## src/verilog/vpsm_consts.vh

```
// Purpose: Constants for the voice path select and monitor block
// Assumes: Included by every design file of the block
// Notes:   Register indices follow the status-operation numbering
`ifndef VPSM_CONSTS_VH
`define VPSM_CONSTS_VH

// ************************************************************
// Register indices
// ************************************************************
`define VPSM_ADDR_FMT     4'h7
`define VPSM_ADDR_SRC     4'h8
`define VPSM_ADDR_CHAN1_BITMASK   4'ha
`define VPSM_ADDR_CHAN2_BITMASK   4'hb

// ************************************************************
// Reset values
// ************************************************************
`define VPSM_RST_SRC      8'h00
`define VPSM_RST_FMT      8'h00
`define VPSM_RST_MASK     8'h00

// ************************************************************
// Field positions
// ************************************************************
`define VPSM_SRC_RX_LSB   4
`define VPSM_SRC_EN_LSB   6
`define VPSM_FMT_8LIN_LSB 4

// ************************************************************
// Source and format codes
// ************************************************************
`define VPSM_TXS_CODEC    2'h0
`define VPSM_TXS_SUM      2'h1
`define VPSM_TXS_OPP      2'h2
`define VPSM_RXS_CH1      2'h0
`define VPSM_RXS_CH2      2'h1
`define VPSM_RXS_SUM      2'h2
`define VPSM_FMT_ALAW     2'h0
`define VPSM_FMT_ULAW     2'h1
`define VPSM_FMT_LIN8     2'h2
`define VPSM_FMT_LIN16    2'h3

// ************************************************************
// Loudspeaker levels in half-dB steps, signed
// ************************************************************
`define VPSM_LS_CM_LOW    8'hed
`define VPSM_LS_CM_DEEP   8'hd5

`endif

```

## src/verilog/vpsm_expand.v

```verilog
// Purpose: Turns one 8 or 16 bit channel word into 16-bit linear
// Assumes: Combinational, format and mask already frame-stable
// Notes:   Mask is applied to the 8-bit code before decoding
`timescale 1ns/1ps
`include "vpsm_consts.vh"

module vpsm_expand (
    // Channel word and its format
    input  wire [15:0] code_i,
    input  wire [1:0]  fmt_i,
    input  wire        lin8_i,
    input  wire [7:0]  mask_i,
    // Linear result
    output reg  [15:0] lin_o
);
    reg [7:0]  c;
    reg [15:0] t;

    always @* begin
        c = code_i[7:0] ^ mask_i;
        t = 16'h0000;
        lin_o = 16'h0000;
        if (lin8_i || fmt_i == `VPSM_FMT_LIN8) begin
            lin_o = {c, 8'h00};
        end else if (fmt_i == `VPSM_FMT_LIN16) begin
            lin_o = code_i;
        end else if (fmt_i == `VPSM_FMT_ALAW) begin
            c = c ^ 8'h55;
            t = {8'h00, c[3:0], 4'h0};
            if (c[6:4] == 3'h0) begin
                t = t + 16'h0008;
            end else begin
                t = (t + 16'h0108) << (c[6:4] - 3'h1);
            end
            lin_o = c[7] ? t : 16'h0000 - t;
        end else begin
            c = ~c;
            t = ({9'h000, c[3:0], 3'h0} + 16'h0084) << c[6:4];
            lin_o = c[7] ? 16'h0084 - t : t - 16'h0084;
        end
    end
endmodule // vpsm_expand

```

## src/verilog/vpsm_compress.v

```verilog
// Purpose: Turns a 16-bit linear sample into one channel word
// Assumes: Combinational, format and mask already frame-stable
// Notes:   8-bit codes sit in the low byte, high byte reads zero
`timescale 1ns/1ps
`include "vpsm_consts.vh"

module vpsm_compress (
    // Linear sample and target format
    input  wire [15:0] lin_i,
    input  wire [1:0]  fmt_i,
    input  wire        lin8_i,
    input  wire [7:0]  mask_i,
    // Channel word
    output reg  [15:0] code_o
);
    reg [15:0] p;
    reg [7:0]  v;
    reg [7:0]  inv;
    reg [3:0]  seg;
    reg [15:0] sh;
    integer    i;

    always @* begin
        p = 16'h0000;
        sh = 16'h0000;
        v = 8'h00;
        inv = 8'h00;
        seg = 4'h0;
        if (lin8_i || fmt_i == `VPSM_FMT_LIN8) begin
            v = lin_i[15:8];
        end else if (fmt_i == `VPSM_FMT_ALAW) begin
            inv = lin_i[15] ? 8'h55 : 8'hd5;
            p = {{3{lin_i[15]}}, lin_i[15:3]};
            if (lin_i[15]) p = ~p;
            for (i = 0; i < 8; i = i + 1)
                if (p > ((16'h0020 << i) - 16'h0001)) seg = i[3:0] + 4'h1;
            if (seg > 4'h7)
                v = 8'h7f;
            else if (seg < 4'h2)
                v = {1'b0, seg[2:0], p[4:1]};
            else begin
                // Shift into a full-width temporary so the segment bits survive
                sh = p >> seg;
                v = {1'b0, seg[2:0], sh[3:0]};
            end
            v = v ^ inv;
        end else begin
            inv = lin_i[15] ? 8'h7f : 8'hff;
            p = {{2{lin_i[15]}}, lin_i[15:2]};
            if (lin_i[15]) p = 16'h0000 - p;
            if (p > 16'h1fdf) p = 16'h1fdf;
            p = p + 16'h0021;
            for (i = 0; i < 8; i = i + 1)
                if (p > ((16'h0040 << i) - 16'h0001)) seg = i[3:0] + 4'h1;
            if (seg > 4'h7) seg = 4'h7;
            sh = p >> (seg + 4'h1);
            v = {1'b0, seg[2:0], sh[3:0]} ^ inv;
        end
        if (fmt_i == `VPSM_FMT_LIN16 && !lin8_i)
            code_o = lin_i;
        else
            code_o = {8'h00, v ^ mask_i};
    end
endmodule // vpsm_compress

```

## src/verilog/vpsm_top.v

```verilog
// Purpose: Voice data path selection plus controlled monitoring
// Assumes: frame_i pulses once per 8 kHz frame, inputs synchronous
// Notes:   One sample per frame; results appear two clocks after frame_i
//
// How it works
// Monitoring only counts when handsfree mode is enabled too.
// While monitoring, the receive attenuator is held at 0 dB.
// Monitoring in transmit mode sets the speaker amp to -9.5 or -21.5 dB.
// Handset receive is untouched; only the speaker drops, only in transmit.
// A speaker level already at or below -9.5 dB gets no extra cut.
// Sidetone tap select set moves the sidetone after the attenuator.
// Each transmit channel sources codec, codec plus other rx, other rx, or idle.
// Each receive channel is scaled by its own gain before feeding transmit.
// Codec receive takes rx one, rx two, their sum, or idle.
// Each transmit channel drives only while its own enable is set.
// Each channel is read in its chosen A-law, mu-law, 8 or 16 bit format.
// 8-bit linear may be picked apart for transmit and receive per channel.
// 8-bit formats apply the channel mask in both directions.
// New register settings and gains take effect only at a frame boundary.
`timescale 1ns/1ps
`include "vpsm_consts.vh"

module vpsm_top #(
    parameter GAIN_W = 3
) (
    // Clock and reset
    input  wire              clk_i,
    input  wire              srst_i,
    // Register access
    input  wire              reg_wr_i,
    input  wire              reg_rd_i,
    input  wire [3:0]        reg_addr_i,
    input  wire [7:0]        reg_wdata_i,
    output reg  [7:0]        reg_rdata_o,
    // Mode and level controls
    input  wire              monitor_control_enable_i,
    input  wire              handsfree_mode_enable_i,
    input  wire              monitor_atten_select_i,
    input  wire              sidetone_tap_select_i,
    input  wire              atten_tx_mode_i,
    input  wire [7:0]        speaker_level_setting_i,
    input  wire [GAIN_W-1:0] chan1_rx_gain_i,
    input  wire [GAIN_W-1:0] chan2_rx_gain_i,
    // Sample inputs
    input  wire              frame_i,
    input  wire [15:0]       chan1_rx_i,
    input  wire [15:0]       chan2_rx_i,
    input  wire [15:0]       codec_tx_voice_i,
    // Sample outputs
    output reg  [15:0]       chan1_tx_o,
    output reg  [15:0]       chan2_tx_o,
    output reg               chan1_tx_en_o,
    output reg               chan2_tx_en_o,
    output reg  [15:0]       codec_rx_voice_o,
    output reg               sample_valid_o,
    // Analog front-end controls
    output reg               rx_atten_fixed_o,
    output reg  [7:0]        speaker_amp_gain_o,
    output reg               sidetone_after_atten_o
);

    // ************************************************************
    // Programmed registers
    // ************************************************************
    reg  [7:0]  src_q;
    reg  [7:0]  fmt_q;
    reg  [7:0]  chan1_bitmask_q;
    reg  [7:0]  chan2_bitmask_q;

    always @(posedge clk_i) begin
        if (srst_i) begin
            src_q       <= `VPSM_RST_SRC;
            fmt_q       <= `VPSM_RST_FMT;
            chan1_bitmask_q     <= `VPSM_RST_MASK;
            chan2_bitmask_q     <= `VPSM_RST_MASK;
            reg_rdata_o <= 8'h00;
        end else begin
            if (reg_wr_i) begin
                case (reg_addr_i)
                    `VPSM_ADDR_SRC:   src_q   <= reg_wdata_i;
                    `VPSM_ADDR_FMT:   fmt_q   <= reg_wdata_i;
                    `VPSM_ADDR_CHAN1_BITMASK: chan1_bitmask_q <= reg_wdata_i;
                    `VPSM_ADDR_CHAN2_BITMASK: chan2_bitmask_q <= reg_wdata_i;
                    default: ;
                endcase
            end
            if (reg_rd_i) begin
                case (reg_addr_i)
                    `VPSM_ADDR_SRC:   reg_rdata_o <= src_q;
                    `VPSM_ADDR_FMT:   reg_rdata_o <= fmt_q;
                    `VPSM_ADDR_CHAN1_BITMASK: reg_rdata_o <= chan1_bitmask_q;
                    `VPSM_ADDR_CHAN2_BITMASK: reg_rdata_o <= chan2_bitmask_q;
                    default:          reg_rdata_o <= 8'h00;
                endcase
            end
        end
    end

    // ************************************************************
    // Frame snapshot of settings and samples
    // ************************************************************
    // Settings are copied with the samples so a write mid-frame
    // can never split one sample between old and new settings.
    reg  [7:0]        act_src_q;
    reg  [7:0]        act_fmt_q;
    reg  [15:0]       act_mask_q;
    reg  [2*GAIN_W-1:0] act_gain_q;
    reg  [31:0]       samp_rx_q;
    reg  [15:0]       samp_codec_q;
    reg               calc_q;

    always @(posedge clk_i) begin
        if (srst_i) begin
            act_src_q    <= `VPSM_RST_SRC;
            act_fmt_q    <= `VPSM_RST_FMT;
            act_mask_q   <= {`VPSM_RST_MASK, `VPSM_RST_MASK};
            act_gain_q   <= {(2*GAIN_W){1'b0}};
            samp_rx_q    <= 32'h0000_0000;
            samp_codec_q <= 16'h0000;
            calc_q       <= 1'b0;
        end else begin
            calc_q <= frame_i;
            if (frame_i) begin
                act_src_q    <= src_q;
                act_fmt_q    <= fmt_q;
                act_mask_q   <= {chan2_bitmask_q, chan1_bitmask_q};
                act_gain_q   <= {chan2_rx_gain_i, chan1_rx_gain_i};
                samp_rx_q    <= {chan2_rx_i, chan1_rx_i};
                samp_codec_q <= codec_tx_voice_i;
            end
        end
    end

    // ************************************************************
    // Saturating add of two linear samples
    // ************************************************************
    function [15:0] sat_add;
        input [15:0] a;
        input [15:0] b;
        reg   [16:0] s;
        begin
            s = {a[15], a} + {b[15], b};
            if (s[16] != s[15])
                sat_add = s[16] ? 16'h8000 : 16'h7fff;
            else
                sat_add = s[15:0];
        end
    endfunction

    // ************************************************************
    // Per-channel conversion and source selection
    // ************************************************************
    wire [31:0] rx_lin_w;
    wire [31:0] rx_scl_w;
    wire [31:0] tx_code_w;
    reg  [31:0] tx_lin_r;

    genvar k;
    generate
        for (k = 0; k < 2; k = k + 1) begin : g_chan
            wire [1:0] fmt_w = act_fmt_q[2*k+1:2*k];
            wire [7:0] msk_w = act_mask_q[8*k+7:8*k];
            wire [GAIN_W-1:0] g_w = act_gain_q[GAIN_W*k+GAIN_W-1:GAIN_W*k];

            vpsm_expand u_exp (
                .code_i (samp_rx_q[16*k+15:16*k]),
                .fmt_i  (fmt_w),
                .lin8_i (act_fmt_q[`VPSM_FMT_8LIN_LSB+2*k+1]),
                .mask_i (msk_w),
                .lin_o  (rx_lin_w[16*k+15:16*k])
            );

            // Arithmetic shift gives 6 dB steps; finer steps were not worth the area
            assign rx_scl_w[16*k+15:16*k] =
                $signed(rx_lin_w[16*k+15:16*k]) >>> g_w;

            vpsm_compress u_cmp (
                .lin_i  (tx_lin_r[16*k+15:16*k]),
                .fmt_i  (fmt_w),
                .lin8_i (act_fmt_q[`VPSM_FMT_8LIN_LSB+2*k]),
                .mask_i (msk_w),
                .code_o (tx_code_w[16*k+15:16*k])
            );
        end
    endgenerate

    // Transmit source: codec, the opposite receive channel scaled, or their sum
    reg  [15:0] opp;
    integer     j;

    always @* begin
        tx_lin_r = 32'h0000_0000;
        opp = 16'h0000;
        for (j = 0; j < 2; j = j + 1) begin
            opp = (j == 0) ? rx_scl_w[31:16] : rx_scl_w[15:0];
            case (act_src_q[2*j+1 -: 2])
                `VPSM_TXS_CODEC: tx_lin_r[16*j +: 16] = samp_codec_q;
                `VPSM_TXS_SUM:   tx_lin_r[16*j +: 16] = sat_add(samp_codec_q, opp);
                `VPSM_TXS_OPP:   tx_lin_r[16*j +: 16] = opp;
                default:         tx_lin_r[16*j +: 16] = 16'h0000;
            endcase
        end
    end

    // Codec receive source
    reg  [15:0] codec_rx_r;

    always @* begin
        case (act_src_q[`VPSM_SRC_RX_LSB +: 2])
            `VPSM_RXS_CH1: codec_rx_r = rx_lin_w[15:0];
            `VPSM_RXS_CH2: codec_rx_r = rx_lin_w[31:16];
            `VPSM_RXS_SUM: codec_rx_r = sat_add(rx_lin_w[15:0], rx_lin_w[31:16]);
            default:       codec_rx_r = 16'h0000;
        endcase
    end

    // ************************************************************
    // Sample output registers
    // ************************************************************
    // A disabled channel also drives zero data so nothing stale leaks
    always @(posedge clk_i) begin
        if (srst_i) begin
            chan1_tx_o       <= 16'h0000;
            chan2_tx_o       <= 16'h0000;
            chan1_tx_en_o    <= 1'b0;
            chan2_tx_en_o    <= 1'b0;
            codec_rx_voice_o <= 16'h0000;
            sample_valid_o   <= 1'b0;
        end else begin
            sample_valid_o <= calc_q;
            if (calc_q) begin
                chan1_tx_en_o    <= act_src_q[`VPSM_SRC_EN_LSB];
                chan2_tx_en_o    <= act_src_q[`VPSM_SRC_EN_LSB+1];
                chan1_tx_o       <= act_src_q[`VPSM_SRC_EN_LSB] ?
                                    tx_code_w[15:0] : 16'h0000;
                chan2_tx_o       <= act_src_q[`VPSM_SRC_EN_LSB+1] ?
                                    tx_code_w[31:16] : 16'h0000;
                codec_rx_voice_o <= codec_rx_r;
            end
        end
    end

    // ************************************************************
    // Controlled monitoring
    // ************************************************************
    wire       cm_on = monitor_control_enable_i & handsfree_mode_enable_i;
    wire [7:0] cm_lvl = monitor_atten_select_i ?
                        `VPSM_LS_CM_DEEP : `VPSM_LS_CM_LOW;
    wire       ls_above = $signed(speaker_level_setting_i) >
                          $signed(`VPSM_LS_CM_LOW);

    // Handset path is never touched here; the speaker amp is the only gain that drops
    always @(posedge clk_i) begin
        if (srst_i) begin
            rx_atten_fixed_o       <= 1'b0;
            speaker_amp_gain_o     <= 8'h00;
            sidetone_after_atten_o <= 1'b0;
        end else begin
            rx_atten_fixed_o       <= cm_on;
            sidetone_after_atten_o <= sidetone_tap_select_i;
            if (cm_on && atten_tx_mode_i && ls_above)
                speaker_amp_gain_o <= cm_lvl;
            else
                speaker_amp_gain_o <= speaker_level_setting_i;
        end
    end

endmodule // vpsm_top

```

## config.mk

```make
export PLATFORM = sky130hd
export DESIGN_NAME = vpsm_top
export DESIGN_NICKNAME = d
export VERILOG_FILES = /design/src/verilog/vpsm_expand.v /design/src/verilog/vpsm_compress.v /design/src/verilog/vpsm_top.v
export VERILOG_INCLUDE_DIRS = /design/src /design/src/verilog
export SDC_FILE = /design/constraint.sdc
export NUM_CORES = 1
export LEC_CHECK = 0
export ABC_AREA = 1
export BUFFER_PORTS_ARGS = -buffer_cell sky130_fd_sc_hd__buf_2
export CORE_MARGIN = 5
export CORE_UTILIZATION = 45
export CTS_CLUSTER_DIAMETER = 100
export DETAILED_ROUTE_END_ITERATION = 10
export PLACE_DENSITY_LB_ADDON = 0.2
export SLEW_MARGIN = 40
export SYNTH_ARGS = -nofsm -noshare
export SYNTH_HDL_FRONTEND = slang
export SYNTH_SLANG_ARGS = --single-unit
```

## constraint.sdc

```tcl
create_clock -name clk_i -period 11.2 [get_ports clk_i]
set_input_delay 2.24 -clock clk_i [delete_from_list [all_inputs] [get_ports clk_i]]
set_output_delay 2.24 -clock clk_i [all_outputs]
set_load 0.03 [all_outputs]
```

==> reports/qor.yml, run 1 <==
status: "completed"
drive_gt1_share_pct: 14.09
clock-sinks: 188
hpwlAfterDp_um: 53470
cts_buffer_depth: 2
firstDrtPassIters: 6
drc_errors: 0
nets: 3611
cts_tree: "built"
min_period_ns: 10.13
fin_worst_skew_ns: 0.01421
die_y_um: 218.8
synthCells: 3353
synth.most_common_cell: "nand2_1"
setup_violations: 0
synthMuxAreaShare_pct: 0.05101
ios: 153
min_path_type: "flip-flop to flip-flop"
core_region_area_um2: 43080
cp-start-kind: "flip-flop"
synth_edf_count: 0
gp_congestion: 1.016
grt_busiest_layer: "met2"
place_ws_ns: 0.2050
synth_top_area_cell: "dfxtp_1"
grt_max_degree: 85
syn_to_final_growth_pct: 10.01
syn_nets: 3521
antenna_found_initial: 0
grtUsageMet3_pct: 4.842
fmax_ghz: 0.09868
grtUsageTotal_pct: 27.59
arrival_ns: 10.49
leakage_uw: 0.01051
multiInputGateArea_um2: 14030
regArea_um2: 3766
placed_area_um2: 20840
clkLatencyLatePin_ns: 0.50
stdcell_area_um2: 21580
met2_usage_pct: 43.61
drv_slew: 0
synth_compound_gate_area_share_pct: 19.24
p_total_uw: 4079
clockRootBuffer: "clkbuf_16"
yosys-top-cells-count: "951 x nand2_1, 376 x nand3_1, 312 x nor2_1, 281 x inv_1, 262 x a21oi_1"
via_count: 22187
worst_ir_drop_vdd_mv: 0.1248
setup_slack_ns: 1.066
yosysSeqAreaShare_pct: 19.18
drv_cap: 0
avgSynthCellArea_um2: 5.852
required_ns: 11.55
cp_max_fo: 12
grt_first_pass_wirelength_um: 106200
fillerInstances: 4628
synth_fa_ha_area_share_pct: 5.471
synthXorXnorAreaFrac_pct: 3.654
netlist.area_leader.share_pct: 19.18
power.density_nw_per_um2: 189.0
path_clk_slew_ns: 0.08
slew-limit-headroom_pct: 37.23
ys.flop_type: "dfxtp_1"
crit_slowest_cell: "dfxtp_1"
start_util_pct: 45.55
cts_max_level: 4
rows: 76
grt-ovfl-total: 0
synth-simple-area-share_pct: 42.69
cts_hold_buf: 0
crit_path_max_incr_delay_ns: 0.40
end_kind: "flip-flop"
synth.distinct_cells: 76
synth_seq_cells: 188
final_util_pct: 50.11
path_class: "flip-flop to flip-flop"
diodes: 0
holdWs_ns: 0.4637
post-route-period-util_pct: 90.48
crit_path_frequent_cell: "nand2_1"
synth.area.top_cells: "dfxtp_1 19%, nand2_1 18%, nand3_1 9.6%"
synth_area_um2: 19620
yosys_warnings: 0
worst_pin_slew_ns: 0.9317
dr.first_iter.drc_count: 2135
die_x_um: 218.8
async_flop_share_pct: 0
ant_nets: 0
hold_viol: 0
post_drt_wl_per_cell_um: 16.85
met1_usage_pct: 37.91
design.die.area_um2: 47880
viasPerCell: 5.490
drt-total-wl_um: 68110
grt_pass1_vias: 19771
numCtsBuffers: 17
io_buffers: 152
synth_top_family_by_area: "simple AND/OR/NAND/NOR gates"
kinds of logic (layout without fill, tap and decap cells):
group | Yosys count | in the layout
XOR/XNOR | 75 | 75
adder cells (fa/ha/maj) | 84 | 84
AO/OA/AOI/OAI | 664 | 664
multiplexers | 1 | 1
flip-flops | 188 | 188
buffers and inverters | 476 | 579
AND/OR/NAND/NOR | 1865 | 1865
critical path: cells and delay by family (launching register included):
family	cells	cell delay (ns)
AND/OR/NAND/NOR	47	4.96
AO/OA/AOI/OAI	12	1.66
adder cells (fa/ha/maj)	6	1.64
buffers and inverters	11	1.27
flip-flops	1	0.40
path summary, 6_finish.rpt:
kind                                  endpoint           start  slack, ns  depth (start not counted)
worst max-delay path             chan1_tx_o[2]   samp_rx_q[20]       1.07                         76
worst min-delay path            chan2_tx_o[10]  chan2_tx_o[10]       0.46                          2
worst max register to register   chan1_tx_o[2]   samp_rx_q[20]       1.07                         76
worst min register to register  chan2_tx_o[10]  chan2_tx_o[10]       0.46                          2
report_power, final:
group,leakage (uW),internal [uW],switching [uW]
Clock,0.000297,322,322
Combinational,0.00867,893,1800
Sequential,0.00154,700,38.2
routing by layer:
layer / part of all wire [%] / wire length [um]
met5: 0 / 0
met4: 3.5 / 2350
met3: 7.8 / 5332
met2: 44 / 29990
met1: 45 / 30440
placed cells by master (no fill, tap or decap), types with 6 or more instances in the layout:
master,Yosys,routed
nand2_1,951,950
nand3_1,376,376
nor2_1,312,305
inv_1,281,277
a21oi_1,262,261
o21ai_0,210,205
dfxtp_1,188,186
buf_2,32,151
ha_1,81,80
inv_2,54,55
nand2_2,54,55
xor2_1,50,50
buf_4,5,44
o21ai_1,38,42
nor2_2,28,35
o211ai_1,30,30
nand3_2,24,24
nand4_1,21,21
a22oi_1,21,21
xnor2_1,20,20
clkbuf_16,0,17
o22ai_1,16,16
and2_1,15,15
nor3_1,15,14
o21bai_1,14,14
o21ai_2,12,13
nor2_4,12,12
nand3b_1,11,11
clkinv_1,12,10
nand2_4,9,9
nand3_4,8,8
or2_2,8,8
a22o_1,8,8
or2_1,7,7
a21oi_2,6,6
area by class of cell:
cell class                      count  share of cell area [%]
Multi-Input combinational cell   2689                   64.99
Clock inverter                     15                  0.8811
Tap cell                          585                   3.391
Sequential cell                   188                   17.45
Clock buffer                       17                   1.971
Timing Repair Buffer              197                   5.136
Inverter                          350                   6.179
metrics by stage:
stage,TNS [ns],std cells
after global placement,0,4001
after global routing,-0.006911,4041
after detailed placement,0,4001
after CTS,0,4033
after floorplan,0,3353
final,0,4041
sequential cells by signal (all words and copies together), names as in the netlist, 6 cells and up:
register and cells:
samp_rx_q 32, act_mask_q 16, chan1_tx_o 16, chan2_tx_o 16, codec_rx_voice_o 16, samp_codec_q 16
act_fmt_q 8, act_src_q 8, chan1_bitmask_q 8, chan2_bitmask_q 8, fmt_q 8, reg_rdata_o 8
speaker_amp_gain_o 8, src_q 8, act_gain_q 6
repair_timing:
item | CTS | global route
resized for setup | 0 | 21
setup endpoints to repair | 0 | 10
buffers inserted | 0 | 8
endpoints found under the hold margin | 0 | 0
Note: power is estimated with default switching activity, not from simulation.
==> inputs of run 2 (changes only) <==
--- a/config.mk
+++ b/config.mk
@@ -13,6 +13,7 @@
 export CTS_CLUSTER_DIAMETER = 100
 export DETAILED_ROUTE_END_ITERATION = 10
 export PLACE_DENSITY_LB_ADDON = 0.2
+export RECOVER_POWER = 50
 export SLEW_MARGIN = 40
 export SYNTH_ARGS = -nofsm -noshare
 export SYNTH_HDL_FRONTEND = slang
==> run 2 against run 1 <==
  * The run now ends with capacitance limit, slew limit left
  * Register-to-register slack hardly changed
  * Clock power hardly changed
  * Power hardly changed
  * Largest cell class unchanged
  * Fmax is 0.11% higher
  * Die area stayed put
  * Critical path depth is 2 higher
  * Sequential power hardly changed
  * Non-clock buffer count stayed put
  * Sequential share of layout area is 0.090 points higher
  * Global-route usage stayed put
  * Critical path type unchanged
  * Flip-flop and latch count stayed put
  * Clock skew hardly changed
==> reports/qor.yml, run 2 (synthesis results as in run 1) <==
status: "complete, but fails checks"
violations: "capacitance limit, slew limit"
ant_nets: 0
viasPerCell: 5.501
rows: 76
cp-start-kind: "flip-flop"
post_drt_wl_per_cell_um: 16.86
min_path_type: "flip-flop to flip-flop"
hpwlAfterDp_um: 53470
layout_commonest_cell: "nand2_1"
post-route-period-util_pct: 90.39
final_util_pct: 49.85
holdWs_ns: 0.4659
setup_violations: 0
gp_congestion: 1.016
clock-sinks: 188
power.density_nw_per_um2: 190.0
hold_start: "chan1_tx_o[12]"
crit_slowest_cell: "dfxtp_1"
io_buffers: 152
drv_cap: 3
drt-total-wl_um: 68140
path_class: "flip-flop to flip-flop"
cp_max_fo: 16
antenna_found_initial: 0
grt_pass1_vias: 19771
grtUsageTotal_pct: 27.59
nets: 3611
die_y_um: 218.8
crit_path_frequent_cell: "nand2_1"
required_ns: 11.55
clockRootBuffer: "clkbuf_16"
leakage_uw: 0.01020
worst_ir_drop_vdd_mv: 0.1246
end_kind: "flip-flop"
grt_first_pass_wirelength_um: 106200
grt_max_degree: 85
firstDrtPassIters: 6
mostFrequentLayoutCells: "950 x nand2_1, 376 x nand3_1, 305 x nor2_1, 278 x inv_1, 261 x a21oi_1"
regMostFlops: "samp_rx_q"
ios: 153
cts_hold_buf: 0
setup_tns_ns: 0
drc_errors: 0
via_count: 22228
dr.first_iter.drc_count: 2250
clkLatencyLatePin_ns: 0.50
placed_area_um2: 20840
die_x_um: 218.8
drv_slew: 171
r2r-start: "act_mask_q[5]"
min_period_ns: 10.12
largest_reg_flops: 32
syn_to_final_growth_pct: 9.444
stdcell_area_um2: 21470
cts_tree: "built"
diodes: 0
cts_max_level: 4
numCtsBuffers: 17
path_clk_slew_ns: 0.08
crit_path_max_incr_delay_ns: 0.48
slew-limit-headroom_pct: -130.3
cts_buffer_depth: 2
drive_gt1_share_pct: 11.92
core_region_area_um2: 43080
worst_pin_slew_ns: 3.454
grt-ovfl-total: 0
fmax_ghz: 0.09878
crit_path_start: "act_mask_q[5]"
start_util_pct: 45.55
design.die.area_um2: 47880
arrival_ns: 10.47
hold_viol: 0
fin_worst_skew_ns: 0.01415
## run 2: worst paths after layout
path | to | slack (ns) | cells past startpoint
worst max-delay path | chan2_tx_o[1] | 1.08 | 78
worst min-delay path | chan1_tx_o[12] | 0.47 | 2
worst max register to register | chan2_tx_o[1] | 1.08 | 78
worst min register to register | chan1_tx_o[12] | 0.47 | 2
## run 2: per-stage QoR
stage,cells,worst slack [ns],total power (uW)
CTS,4033,0.1637,3999
finish,4041,1.077,4081
detailed placement,4001,0.2050,3343
floorplan,3353,2.037,2783
global placement,4001,0.1445,3350
global route,4041,-0.007001,4443
## run 2: routing by layer
layer / wire, um / vias up / GRT usage, %
li1: - / 11235 / -
met1: 30660 / 10063 / 37.91
met2: 30000 / 806 / 43.61
met3: 5134 / 124 / 4.842
met4: 2351 / 0 / 9.860
met5: 0 / - / 0
## run 2: final cells by class
type,count,area [um^2]
fill,4665,21600
multi-input combinational,2689,14020
sequential,188,3766
inverter,350,1334
timing repair buffer,197,1010
tap,585,732.0
clock buffer,17,425.4
clock inverter,15,190.2
## run 2: worst max-delay path: cells and delay by family, from the launching register on
family	cells	cell delay, ns
simple gates	48	4.61
xor+xnor	1	0.32
fa+ha+maj	6	1.58
compound gates	9	1.38
buf+inv	14	1.57
flops	1	0.48
## run 2: where the power goes
part	internal (uW)	total, uW	switching, uW
clock network	322	646	324
logic	891	2700	1810
registers	700	738	38.5
## run 2: repair_timing
item | in CTS | in global routing
setup endpoints to repair | 0 | 10
hold endpoints to repair | 0 | 0
resized for setup | 0 | 21
setup buffers | 0 | 8
